### src/sac_cfg.svh
// timing counts, pin positions and reset values of the conversion sequencer
`ifndef SAC_CFG_SVH
`define SAC_CFG_SVH

// result width and fifo depth
`define SAC_RES_W        12
`define SAC_FIFO_DEPTH   16
`define SAC_FIFO_AW      4

// system clock period in ns (25 MHz)
`define SAC_CLK_NS       40

// longest conversion times in ns, per resolution and variant
`define SAC_T12_SLOW_NS  20000
`define SAC_T12_FAST_NS  8000
`define SAC_T10_SLOW_NS  15000
`define SAC_T10_FAST_NS  6000
`define SAC_T8_SLOW_NS   10000
`define SAC_T8_FAST_NS   4000

// least start pulse width seen on the pin, ns
`define SAC_START_MIN_NS 100

// cycles lost to the pin synchronisers and the final hand-off
`define SAC_MARGIN       8

// steps per conversion: one clearing step plus one per bit
`define SAC_STEPS12      13
`define SAC_STEPS10      11
`define SAC_STEPS8       9

// longest times as whole cycles, rounded down
`define SAC_CYC(ns)      ((ns) / `SAC_CLK_NS)
// step length in cycles so that the whole conversion meets its limit
`define SAC_STEP(ns, n)  ((`SAC_CYC(ns) - `SAC_MARGIN) / (n))

// pin positions inside the synchroniser vector
`define SAC_PIN_START    0
`define SAC_PIN_COMP     1
`define SAC_PIN_SHORT    2
`define SAC_PIN_RATE     3
`define SAC_PIN_W        5

// reset values
`define SAC_PIN_IDLE     5'h04
`define SAC_RES_IDLE     12'hfff
`define SAC_BIT_MSB      4'hb

`endif

### src/sac_pkg.sv
// types shared by the conversion sequencer files
`default_nettype none
`include "sac_cfg.svh"
package sac_pkg;

    // conversion phases, one-hot
    typedef enum logic [3:0] {
        SAC_IDLE  = 4'h1,
        SAC_CLEAR = 4'h2,
        SAC_BIT   = 4'h4,
        SAC_HOLD  = 4'h8
    } sac_state_t;

    typedef logic [`SAC_RES_W-1:0] sac_word_t;

endpackage
`default_nettype wire

### src/sac_conv.sv
// conversion sequencer of a 12-bit successive-approximation converter
`default_nettype none
// Notes on behaviour
// - start falling edge clears the logic and begins a fresh conversion
// - twelve bits resolved one per step, most significant first
// - full conversion within 20 us slow or 8 us fast
// - 10 bits within 15/6 us, 8 bits within 10/4 us
// - parallel result stands until the next start command
// - result is complemented; a separate inverted msb gives two's complement
// - each decision goes out serially, msb first, complemented, nrz
// - end-of-conversion high through clearing and conversion, falls when done
// - clock out is a positive pulse per step
// - short-cycle input tied to next bit output ends the conversion early
`include "sac_cfg.svh"
module sac_conv
    import sac_pkg::*;
#(
    parameter bit FAST_VARIANT = 1'b0
) (
    input  wire logic                  clk,
    input  wire logic                  rstn,
    input  wire logic                  startConv,
    input  wire logic                  compHigh,
    input  wire logic                  shortCycleN,
    input  wire logic [1:0]            rateSel,
    output logic      [`SAC_RES_W-1:0] parData,
    output logic                       parMsbN,
    output logic                       serData,
    output logic                       eocBusy,
    output logic                       clkOut,
    output logic                       resValid,
    input  wire logic                  resReady,
    output logic      [`SAC_RES_W-1:0] resData
);
    logic [1:0]             rstPipe;
    logic                   rstSyncN;
    logic [`SAC_PIN_W-1:0]  pinMeta;
    logic [`SAC_PIN_W-1:0]  pinSync2;
    logic [`SAC_PIN_W-1:0]  pinSync3;
    logic [`SAC_PIN_W-1:0]  pinStable;
    logic [`SAC_PIN_W-1:0]  next_pinStable;
    logic                   startFall;
    logic                   compBit;
    logic                   shortLow;
    logic [1:0]             rate;
    sac_state_t             state;
    logic [3:0]             bitIdx;
    logic [5:0]             stepCnt;
    logic [5:0]             stepLen;
    logic                   stepEnd;
    logic                   fifoPush;
    logic [9:0]             convCnt;
    logic [3:0]             endIdx;

    // step length in cycles for the chosen rate and variant
    function automatic logic [5:0] stepCycles(input logic [1:0] r, input logic fast);
        case (r)
            2'h1:    return fast ? 6'(`SAC_STEP(`SAC_T10_FAST_NS, `SAC_STEPS10))
                                 : 6'(`SAC_STEP(`SAC_T10_SLOW_NS, `SAC_STEPS10));
            2'h2,
            2'h3:    return fast ? 6'(`SAC_STEP(`SAC_T8_FAST_NS, `SAC_STEPS8))
                                 : 6'(`SAC_STEP(`SAC_T8_SLOW_NS, `SAC_STEPS8));
            default: return fast ? 6'(`SAC_STEP(`SAC_T12_FAST_NS, `SAC_STEPS12))
                                 : 6'(`SAC_STEP(`SAC_T12_SLOW_NS, `SAC_STEPS12));
        endcase
    endfunction

    // longest conversion in cycles for a rate, less the pin latency ahead of us
    function automatic logic [9:0] limitCycles(input logic [1:0] r, input logic fast);
        case (r)
            2'h1:    return fast ? 10'(`SAC_CYC(`SAC_T10_FAST_NS) - 4) : 10'(`SAC_CYC(`SAC_T10_SLOW_NS) - 4);
            2'h2,
            2'h3:    return fast ? 10'(`SAC_CYC(`SAC_T8_FAST_NS) - 4) : 10'(`SAC_CYC(`SAC_T8_SLOW_NS) - 4);
            default: return fast ? 10'(`SAC_CYC(`SAC_T12_FAST_NS) - 4) : 10'(`SAC_CYC(`SAC_T12_SLOW_NS) - 4);
        endcase
    endfunction

    // reset release through two flops; assertion stays asynchronous
    always_ff @(posedge clk or negedge rstn) begin
        if (!rstn) begin
            rstPipe <= 2'h0;
        end else begin
            rstPipe <= {rstPipe[0], 1'b1};
        end
    end
    assign rstSyncN = rstPipe[1];

    // every pin passes three flops; the first feeds only the second
    always_ff @(posedge clk or negedge rstSyncN) begin
        if (!rstSyncN) begin
            pinMeta  <= `SAC_PIN_IDLE;
            pinSync2 <= `SAC_PIN_IDLE;
            pinSync3 <= `SAC_PIN_IDLE;
        end else begin
            pinMeta  <= {rateSel, shortCycleN, compHigh, startConv};
            pinSync2 <= pinMeta;
            pinSync3 <= pinSync2;
        end
    end

    // a pin level counts only once the second and third flops agree
    always_comb begin
        next_pinStable = (pinSync2 & ~(pinSync2 ^ pinSync3)) | (pinStable & (pinSync2 ^ pinSync3));
    end

    always_ff @(posedge clk or negedge rstSyncN) begin
        if (!rstSyncN) begin
            pinStable <= `SAC_PIN_IDLE;
        end else begin
            pinStable <= next_pinStable;
        end
    end

    // pulses shorter than two clocks may be missed; the host keeps them long enough
    assign startFall = pinStable[`SAC_PIN_START] & ~next_pinStable[`SAC_PIN_START];
    assign compBit   = pinStable[`SAC_PIN_COMP];
    assign shortLow  = ~pinStable[`SAC_PIN_SHORT];
    assign rate      = pinStable[`SAC_PIN_RATE +: 2];
    assign stepLen   = stepCycles(rate, FAST_VARIANT);
    assign stepEnd   = (stepCnt == 6'h00);

    // internal step clock; free running, restarted by a start edge
    always_ff @(posedge clk or negedge rstSyncN) begin
        if (!rstSyncN) begin
            stepCnt <= 6'h00;
        end else if (startFall || stepEnd) begin
            stepCnt <= stepLen - 6'h01;
        end else begin
            stepCnt <= stepCnt - 6'h01;
        end
    end

    // clock out high for the first half of each step
    always_ff @(posedge clk or negedge rstSyncN) begin
        if (!rstSyncN) begin
            clkOut <= 1'b0;
        end else begin
            clkOut <= (stepCnt >= {1'b0, stepLen[5:1]});
        end
    end

    // sequencer: clearing step, bit trials, hand-off to the result fifo
    always_ff @(posedge clk or negedge rstSyncN) begin
        if (!rstSyncN) begin
            state   <= SAC_IDLE;
            bitIdx  <= `SAC_BIT_MSB;
            parData <= `SAC_RES_IDLE;
            parMsbN <= 1'b0;
            serData <= 1'b1;
            eocBusy <= 1'b0;
        end else if (startFall) begin
            // abandon whatever was running
            state   <= SAC_CLEAR;
            bitIdx  <= `SAC_BIT_MSB;
            parData <= `SAC_RES_IDLE;
            parMsbN <= 1'b0;
            eocBusy <= 1'b1;
        end else begin
            unique case (state)
                SAC_IDLE: begin
                    // result lines stay untouched here
                end
                SAC_CLEAR: begin
                    if (stepEnd) begin
                        state               <= SAC_BIT;
                        parData[bitIdx]     <= 1'b0;
                        parMsbN             <= 1'b1;
                    end
                end
                SAC_BIT: begin
                    if (shortLow) begin
                        // pin tied to the bit under trial: drop it and stop
                        state           <= SAC_HOLD;
                        parData[bitIdx] <= 1'b1;
                        if (bitIdx == `SAC_BIT_MSB) begin
                            parMsbN <= 1'b0;
                        end
                    end else if (stepEnd) begin
                        parData[bitIdx] <= ~compBit;
                        serData         <= ~compBit;
                        if (bitIdx == `SAC_BIT_MSB) begin
                            parMsbN <= compBit;
                        end
                        if (bitIdx == 4'h0) begin
                            state <= SAC_HOLD;
                        end else begin
                            bitIdx                 <= bitIdx - 4'h1;
                            parData[bitIdx - 4'h1] <= 1'b0;
                        end
                    end
                end
                SAC_HOLD: begin
                    // result already stands; status falls on the next edge whatever the queue does
                    state   <= SAC_IDLE;
                    eocBusy <= 1'b0;
                end
            endcase
        end
    end

    // the word is offered once; a full queue loses it rather than stretch
    // the conversion past its time limit
    assign fifoPush = (state == SAC_HOLD) & ~startFall;

    sac_fifo #(
        .WIDTH (`SAC_RES_W),
        .DEPTH (`SAC_FIFO_DEPTH),
        .AW    (`SAC_FIFO_AW)
    ) resultFifo (
        .clk      (clk),
        .rstSyncN (rstSyncN),
        .inValid  (fifoPush),
        .inReady  (),
        .inData   (parData),
        .outValid (resValid),
        .outReady (resReady),
        .outData  (resData)
    );

    // helper: cycles since the start edge, and where a conversion ended
    always_ff @(posedge clk or negedge rstSyncN) begin
        if (!rstSyncN) begin
            convCnt <= 10'h000;
            endIdx  <= 4'h0;
        end else begin
            if (startFall) begin
                convCnt <= 10'h001;
            end else if (eocBusy && convCnt != 10'h3ff) begin
                convCnt <= convCnt + 10'h001;
            end
            if (state == SAC_BIT && !startFall && (shortLow || (stepEnd && bitIdx == 4'h0))) begin
                endIdx <= bitIdx;
            end
        end
    end

    AST_START_CLEARS: assert property (@(posedge clk) disable iff (!rstSyncN)
        startFall |=> (state == SAC_CLEAR) && eocBusy && (parData == `SAC_RES_IDLE))
        else $error("start edge did not restart the conversion");

    AST_MSB_FIRST: assert property (@(posedge clk) disable iff (!rstSyncN)
        (state == SAC_CLEAR && stepEnd && !startFall)
        |=> (state == SAC_BIT) && (bitIdx == `SAC_BIT_MSB) && !parData[11])
        else $error("first trial is not the msb");

    AST_BIT_DOWN: assert property (@(posedge clk) disable iff (!rstSyncN)
        (state == SAC_BIT && stepEnd && !shortLow && !startFall && bitIdx != 4'h0)
        |=> (bitIdx == $past(bitIdx) - 4'h1) && (state == SAC_BIT))
        else $error("bit index did not step down by one");

    AST_FULL_TIME: assert property (@(posedge clk) disable iff (!rstSyncN)
        ($fell(eocBusy) && rate == 2'h0) |-> convCnt <= limitCycles(2'h0, FAST_VARIANT))
        else $error("12-bit conversion too slow");

    AST_SHORT_TIME: assert property (@(posedge clk) disable iff (!rstSyncN)
        ($fell(eocBusy) && ((rate == 2'h1 && endIdx == 4'h1) || (rate[1] && endIdx == 4'h3)))
        |-> convCnt <= limitCycles(rate, FAST_VARIANT))
        else $error("short-cycled conversion too slow");

    AST_RESULT_HELD: assert property (@(posedge clk) disable iff (!rstSyncN)
        (state == SAC_IDLE && !startFall) |=> $stable(parData) && $stable(parMsbN))
        else $error("result changed without a start");

    AST_MSB_PAIR: assert property (@(posedge clk) disable iff (!rstSyncN)
        (state != SAC_CLEAR) |-> (parMsbN == ~parData[11]))
        else $error("inverted msb out of step");

    AST_SERIAL_BIT: assert property (@(posedge clk) disable iff (!rstSyncN)
        (state == SAC_BIT && stepEnd && !shortLow && !startFall)
        |=> serData == parData[$past(bitIdx)])
        else $error("serial bit differs from parallel bit");

    AST_EOC_BUSY: assert property (@(posedge clk) disable iff (!rstSyncN)
        (state != SAC_IDLE) |-> eocBusy)
        else $error("status low during conversion");

    AST_CLOCK_OUT: assert property (@(posedge clk) disable iff (!rstSyncN)
        stepEnd |-> ##2 clkOut ##0 !stepEnd)
        else $error("no clock pulse at step start");

    AST_SHORT_STOP: assert property (@(posedge clk) disable iff (!rstSyncN)
        (state == SAC_BIT && shortLow && !startFall)
        |=> (state == SAC_HOLD) && parData[$past(bitIdx)])
        else $error("short cycle did not end the conversion");

    AST_DATA_FIRST: assert property (@(posedge clk) disable iff (!rstSyncN)
        $fell(eocBusy) |-> $stable(parData) && $past(state) == SAC_HOLD)
        else $error("result moved at the status edge");

    AST_EOC_FALL: assert property (@(posedge clk) disable iff (!rstSyncN)
        (state == SAC_HOLD && !startFall) |=> !eocBusy && (state == SAC_IDLE))
        else $error("status did not fall after the last decision");

    AST_ONE_PER_STEP: assert property (@(posedge clk) disable iff (!rstSyncN)
        (state == SAC_BIT && !stepEnd && !shortLow && !startFall) |=> $stable(bitIdx))
        else $error("bit index moved inside a step");
endmodule
`default_nettype wire

### src/sac_fifo.sv
// result fifo with a registered output stage
`default_nettype none
module sac_fifo
    import sac_pkg::*;
#(
    parameter int WIDTH = 12,
    parameter int DEPTH = 16,
    parameter int AW    = 4
) (
    input  wire logic             clk,
    input  wire logic             rstSyncN,
    input  wire logic             inValid,
    output logic                  inReady,
    input  wire logic [WIDTH-1:0] inData,
    output logic                  outValid,
    input  wire logic             outReady,
    output logic      [WIDTH-1:0] outData
);
    logic [WIDTH-1:0] mem [DEPTH];
    logic [AW-1:0]    wrPtr;
    logic [AW-1:0]    rdPtr;
    logic [AW:0]      count;
    logic             doPush;
    logic             doPop;

    // full when every entry is taken; output register is extra room
    assign inReady = (count != (AW+1)'(DEPTH));
    assign doPush  = inValid & inReady;
    assign doPop   = (count != '0) & (~outValid | outReady);

    // storage needs no reset
    always_ff @(posedge clk) begin
        if (doPush) begin
            mem[wrPtr] <= inData;
        end
    end

    // pointers and fill level
    always_ff @(posedge clk or negedge rstSyncN) begin
        if (!rstSyncN) begin
            wrPtr <= '0;
            rdPtr <= '0;
            count <= '0;
        end else begin
            if (doPush) begin
                wrPtr <= wrPtr + 1'b1;
            end
            if (doPop) begin
                rdPtr <= rdPtr + 1'b1;
            end
            count <= count + (AW+1)'(doPush) - (AW+1)'(doPop);
        end
    end

    // read data leave through a register
    always_ff @(posedge clk or negedge rstSyncN) begin
        if (!rstSyncN) begin
            outValid <= 1'b0;
            outData  <= '0;
        end else if (doPop) begin
            outValid <= 1'b1;
            outData  <= mem[rdPtr];
        end else if (outReady) begin
            outValid <= 1'b0;
        end
    end

    AST_FIFO_LEVEL: assert property (@(posedge clk) disable iff (!rstSyncN)
        count <= (AW+1)'(DEPTH))
        else $error("fifo level above depth");
endmodule
`default_nettype wire

### config.mk
export PLATFORM = sky130hd
export DESIGN_NAME = sac_conv
export DESIGN_NICKNAME = d
export VERILOG_FILES = /design/src/sac_pkg.sv /design/src/sac_conv.sv /design/src/sac_fifo.sv
export VERILOG_INCLUDE_DIRS = /design/src
export SDC_FILE = /design/constraint.sdc
export NUM_CORES = 1
export LEC_CHECK = 0
export ABC_AREA = 1
export BUFFER_PORTS_ARGS = -buffer_cell sky130_fd_sc_hd__buf_4
export CAP_MARGIN = 20
export CELL_PAD_IN_SITES_DETAIL_PLACEMENT = 1
export CELL_PAD_IN_SITES_GLOBAL_PLACEMENT = 2
export CORE_AREA = 8 8 180 182
export CTS_BUF_LIST = sky130_fd_sc_hd__clkbuf_2 sky130_fd_sc_hd__clkbuf_4 sky130_fd_sc_hd__clkbuf_8
export CTS_CLUSTER_DIAMETER = 50
export DETAILED_ROUTE_END_ITERATION = 8
export DIE_AREA = 0 0 188 190
export MAX_ROUTING_LAYER = met4
export PLACE_DENSITY = 0.88
export SETUP_SLACK_MARGIN = 0.5
export SYNTH_ARGS = -nofsm -noshare
export SYNTH_HDL_FRONTEND = slang
export SYNTH_HIERARCHICAL = 1
export SYNTH_SLANG_ARGS = --single-unit
### constraint.sdc
create_clock -name clk -period 4.5 [get_ports clk]
set_input_delay 0.9 -clock clk [delete_from_list [all_inputs] [get_ports clk]]
set_output_delay 0.9 -clock clk [all_outputs]
set_load 0.1 [all_outputs]
* Word level (Yosys, flattened, before mapping)
Memories as Yosys holds them, arrays and structs flattened. A register that Yosys moved wholly into a read port is not among the register bits. Index checks and enable logic that the tools add are counted.
Cells by class: reductions and logical operators 20, add/subtract/negate cells 7, bitwise operators 19, eq/ne operators 14, mux-type cells 37, magnitude comparators 5
Operators by type and width (number):
- $mux W12 | 5
- $mux W4 | 10
- $and A12 B12 Y12 | 2
- $not A12 Y12 | 2
- $pmux W12 S2 | 1
- $mux W1 | 14
- $bwmux W12 | 1
- $ne A4 B4 Y1 const B | 3
- $or A12 B12 Y12 | 1
- $pmux W4 S3 | 1
- $pmux W6 S2 | 1
- $reduce_and A4 Y1 | 3
- $sub A6 B1 Y6 const B | 2
- $and A5 B5 Y5 | 2
- $lt A4 B5 Y1 const B | 2
- $reduce_bool A2 Y1 | 5
- $add A4 B1 Y4 const B | 2
- $demux W1 S4 | 2
- $eq A4 B4 Y1 const B | 2
- $ge A4 B1 Y1 const B | 2
- $ge A6 B5 Y1 | 1
- $logic_not A6 Y1 | 1
- $mux W6 | 1
- $add A5 B1 Y5 | 1
- 27 further kinds | 35
Word-level totals: register bits after elaboration 66, output and inout bits 29, RAM bits 192, memories kept 1
Memories:
- resultFifo.mem | words 16, width 12, read ports 1, clocked after Yosys merged registers in 1, wr ports 1, RTL line sac_fifo.sv:19 | logic [WIDTH-1:0] mem [DEPTH];

* Depth between registers and ports, before layout
word-level depth 12, mapped depth 14, depth with buffers taken out 13

* Hierarchy
The synthesis kept the hierarchy.
By module, submodules not included:
- sac_fifo | cells each 927, instances 1, area each 9521.6 µm²
- sac_conv | cells each 367, instances 1, area each 2947.8 µm²

* Worst setup path before layout
No wires, ideal clock.
path type register -> register, start reg resultFifo.outValid, end reg resultFifo.count[4], setup time 0.128 ns, setup slack 1.472 ns, stages on the path, launching flop included 13, arrival 2.900 ns, period minus slack after synthesis 3.028 ns, path through dfrtp_1 -> nand2_1 -> nand2_1 -> clkinv_1 -> buf_2 -> ha_1 -> inv_1 -> ha_1 -> inv_1 -> fa_1 -> o21ai_0 -> a21oi_1 -> xor2_1
On the way: word-level cells in the longest chain between the ends 4
Ends and longest elaborated chain:
- start: declaration | RTL line sac_fifo.sv:15 | output logic outValid,
- start signal: assignment | RTL line sac_fifo.sv:58 | outValid <= 1'b0;
- start signal: assignment | RTL line sac_fifo.sv:61 | outValid <= 1'b1;
- start signal: assignment | RTL line sac_fifo.sv:64 | outValid <= 1'b0;
- $not A1 Y1 | RTL line sac_fifo.sv:29 | assign doPop = (count != '0) & (~outValid | outReady);
- $or A1 B1 Y1 | RTL line sac_fifo.sv:29
- $and A1 B1 Y1 | RTL line sac_fifo.sv:29
- named net resultFifo.doPop | RTL line sac_fifo.sv:24 | logic doPop;
- $sub A5 B1 Y5 | RTL line sac_fifo.sv:51 | count <= count + (AW+1)'(doPush) - (AW+1)'(doPop);
- end signal: assignment | RTL line sac_fifo.sv:51
- end: declaration | RTL line sac_fifo.sv:22 | logic [AW:0] count;
The timed path passes the listed nets, and every way through them passes these cells. A chain may end at the register's enable or synchronous reset.

* Final worst setup path
start reg resultFifo.count[3], end reg resultFifo.count[4]
On the way: word-level cells in the longest chain between the ends 4, elaborated cells on any way between the ends 6, those cells by class add/sub: 2; eq/ne: 1; bitwise: 2; reduce/logical: 1
Ends and longest elaborated chain:
- $ne A5 B5 Y1 | RTL line sac_fifo.sv:27 | assign inReady = (count != (AW+1)'(DEPTH));
- $and A1 B1 Y1 | RTL line sac_fifo.sv:28 | assign doPush = inValid & inReady;
- $add A5 B1 Y5 | RTL line sac_fifo.sv:51
- $sub A5 B1 Y5 * | RTL line sac_fifo.sv:51
Every way passes the cells marked *; elsewhere a longest branch is shown, timed or not.

==> impl_metrics.yaml <==
floorplan:
  die_y_um: 190
  die_area_um2: 35700
  floorplan.initialDensity_pct: 42.4
  coreArea_um2: 29400
  io-pin-count: 37
  die_x_um: 188
  num_rows: 63
synthesis:
  yosys-top-cells-area: "edfxtp_1 46%, nand2_1 13%, dfrtp_1 11%"
  synth_nets: 1327
  syn_avg_cell_area_um2: 9.64
  synthesis.area_um2: 12500
  synth.distinct_cells: 45
  yosysTopAreaCell: "edfxtp_1"
  yosysSeqAreaShare_pct: 62.1
  synth_seq_cells: 270
  synthTopCellsByCount: "421 x nand2_1, 215 x inv_1, 192 x edfxtp_1, 167 x nand3_1, 57 x dfrtp_1"
  yosys.area.top_type_share_pct: 46.2
  synth-edff-count: 192
  async_flop_share_pct: 28.9
  yosysMostFrequentCell: "nand2_1"
  synth_ff_type: "edfxtp_1"
  syn-instance-count: 1294
  ys_warn_count: 6
detailed_routing:
  antenna_left: 0
  route.detailed.drc: 0
  routed_via_density: 4.99
  wl_um: 33000
  initialDrtViolationCount: 417
  firstDrtPassIters: 4
  post_drt_wl_per_cell_um: 18.5
  vias: 8899
sta:
  period_share_pct: 68.4
  maxSlewHeadroom_pct: 36.7
  slew_violations: 0
  finalSetupViolations: 0
  timing.setup.tns_ns: 0
  fin_crit_ns: 3.08
  whs_ns: 0.120
  skew_ns: 0.0204
  rsz0062_at_grt: "no"
  worst_slew_pin_slew_ns: 0.946
  fmax_ghz: 0.325
  finalHoldViolCount: 0
power_and_ir_drop:
  p_leak_nw: 6.46
  p_per_area_nw_per_um2: 726
  power_mw: 10.3
  peakVddDrop_v: 0.000565
flow_run:
  cap_violations: 0
clock_network:
  ctsHoldBuffers: 0
  numClockSinks: 270
  cts_tree: "done"
  cts_made_buffers: 47
  cts_max_level: 2
  clkTransAtPathRegs_ns: 0.06
  clockBufferDepth: 3
  cts_setup_buffers: 0
  ctsResizeCount: 0
  insertion_delay_ns: 0.57
  cts_root_buf: "clkbuf_8"
critical_path:
  timing.critical_path.arrival_ns: 3.51
  critPathMaxFanout: 18
  cp_data_required_time_ns: 4.93
  path_class: "flip-flop to flip-flop"
  startpoint_type: "flip-flop"
  max_stage_delay_ns: 0.40
  worstPathCellList: "inv_1, ha_1, nand4_1, nand2_1, clkinv_1, buf_4, ha_1, inv_1, ha_1, inv_1, fa_1, o21ai_0, a21oi_1, xor2_1"
  critPathCaptureType: "flip-flop"
  crit_slowest_cell: "fa_1"
final_layout:
  fill_cells: 3355
  drive_gt1_share_pct: 13.6
  nNetsFinal: 1388
  n_antenna_cell: 0
  fin_util_pct: 48.3
  area_growth_pct: 13.9
  fin_cells: 1783
global_routing:
  antenna_found_initial: 0
  gr-total-overflow: 0
  grt_max_degree: 77
  grt_pass1_vias: 9577
  grt_first_pass_wirelength_um: 52800
  grt.total_usage_pct: 19.2
hold_path:
  min_path_type: "input pin to async pin"
place:
  gp_congestion: 0.834
  port_buffers: 36
  hpwl_um: 21000
  place_inst: 1689
outcome:
  status: "finished clean"
where the power goes:
part / switching, mW / internal (mW) / leakage (nW) / total (mW)
logic: 3.04 / 1.08 / 3.33 / 4.12
clock network: 1.02 / 1.35 / 0.527 / 2.37
registers: 0.556 / 3.25 / 2.61 / 3.81
total: 4.62 / 5.68 / 6.46 / 10.3
path summary, 6_finish.rpt:
check,from,to,slack (ns),depth (start not counted)
max,resultFifo/count[3],resultFifo/count[4],1.42,14
min,rstn,rstPipe[1],0.12,1
max reg2reg,resultFifo/count[3],resultFifo/count[4],1.42,14
min reg2reg,rstPipe[1],stepCnt[0],0.28,0
max in group asynchronous,rstPipe[1],bitIdx[1],3.58,1
min in group clk,pinMeta[0],pinSync2[0],0.35,0
sequential cells by signal (all words and copies together) (netlist names), named ones only:
register / count
eocBusy: 1
resultFifo/wrPtr: 4
stepCnt: 6
resultFifo/outValid: 1
pinMeta: 5
pinStable: 1
serData: 1
parData: 12
bitIdx: 4
state: 4
resultFifo/outData: 12
pinSync2: 5
clkOut: 1
resultFifo/rdPtr: 4
pinSync3: 5
resultFifo/count: 5
rstPipe: 2
resultFifo/mem: 192
parMsbN: 1
logic make-up after synthesis:
group	count (synthesis)	share of synthesized area, %
simple gates	668	23.1
flops	270	62.1
buf+inv	269	8.94
compound gates	44	2.01
fa+ha+maj	29	2.89
xor+xnor	13	0.913
other cells	1	0.0301
final cells by class:
class                           count  area (µm²)  area share, %
Clock buffer                       71         865           6.09
Tap cell                          390         488           3.44
Timing Repair Buffer               60         509           3.59
Multi-Input combinational cell    755        3610           25.4
Clock inverter                     16         140          0.987
Inverter                          221         833           5.87
Sequential cell                   270        7750           54.6
worst max-delay path: cells and delay by family (launching register included):
| kind | cells | cell delay [ns] |
|---|---|---|
| compound gates | 2 | 0.34 |
| buf+inv | 5 | 0.57 |
| flops | 1 | 0.38 |
| xor+xnor | 1 | 0.16 |
| fa+ha+maj | 4 | 1.02 |
| simple gates | 2 | 0.49 |
metal layers:
layer	vias to the layer above	global-route usage, %	wire [µm]
met2	174	33.3	16800
met5	-	-	0
met4	0	7.03	1010
li1	4250	-	-
met3	74	3.06	1420
met1	4401	22.3	13800
cells in the final DEF (no fill, tap or decap), drive strengths merged:
master	synthesis	layout
nor2	54	54
a21oi	12	12
o21ai	20	20
or2	1	1
o211ai	4	4
fa	1	1
clkbuf	13	71
nand4	10	10
nand2	426	426
nor3	3	3
xor2	9	9
maj3	4	4
inv	218	219
buf	35	60
xnor2	4	4
conb	1	1
o22ai	2	2
a211oi	2	2
clkinvlp	0	3
dfrtp	57	57
edfxtp	192	192
a31oi	1	1
dfstp	21	21
a21boi	2	2
ha	24	24
bufinv	0	2
nand3b	2	2
o21a	1	1
clkinv	3	13
nand3	172	172
through the flow:
stage | worst slack (ns) | instance area (µm²)
finish | 1.42 | 14200
floorplan | 1.47 | 12500
global placement | 1.21 | 13100
detailed placement | 0.973 | 13100
global route | 1.14 | 14200
CTS | 1.35 | 14100
Note: power is estimated with default switching activity, not from simulation.
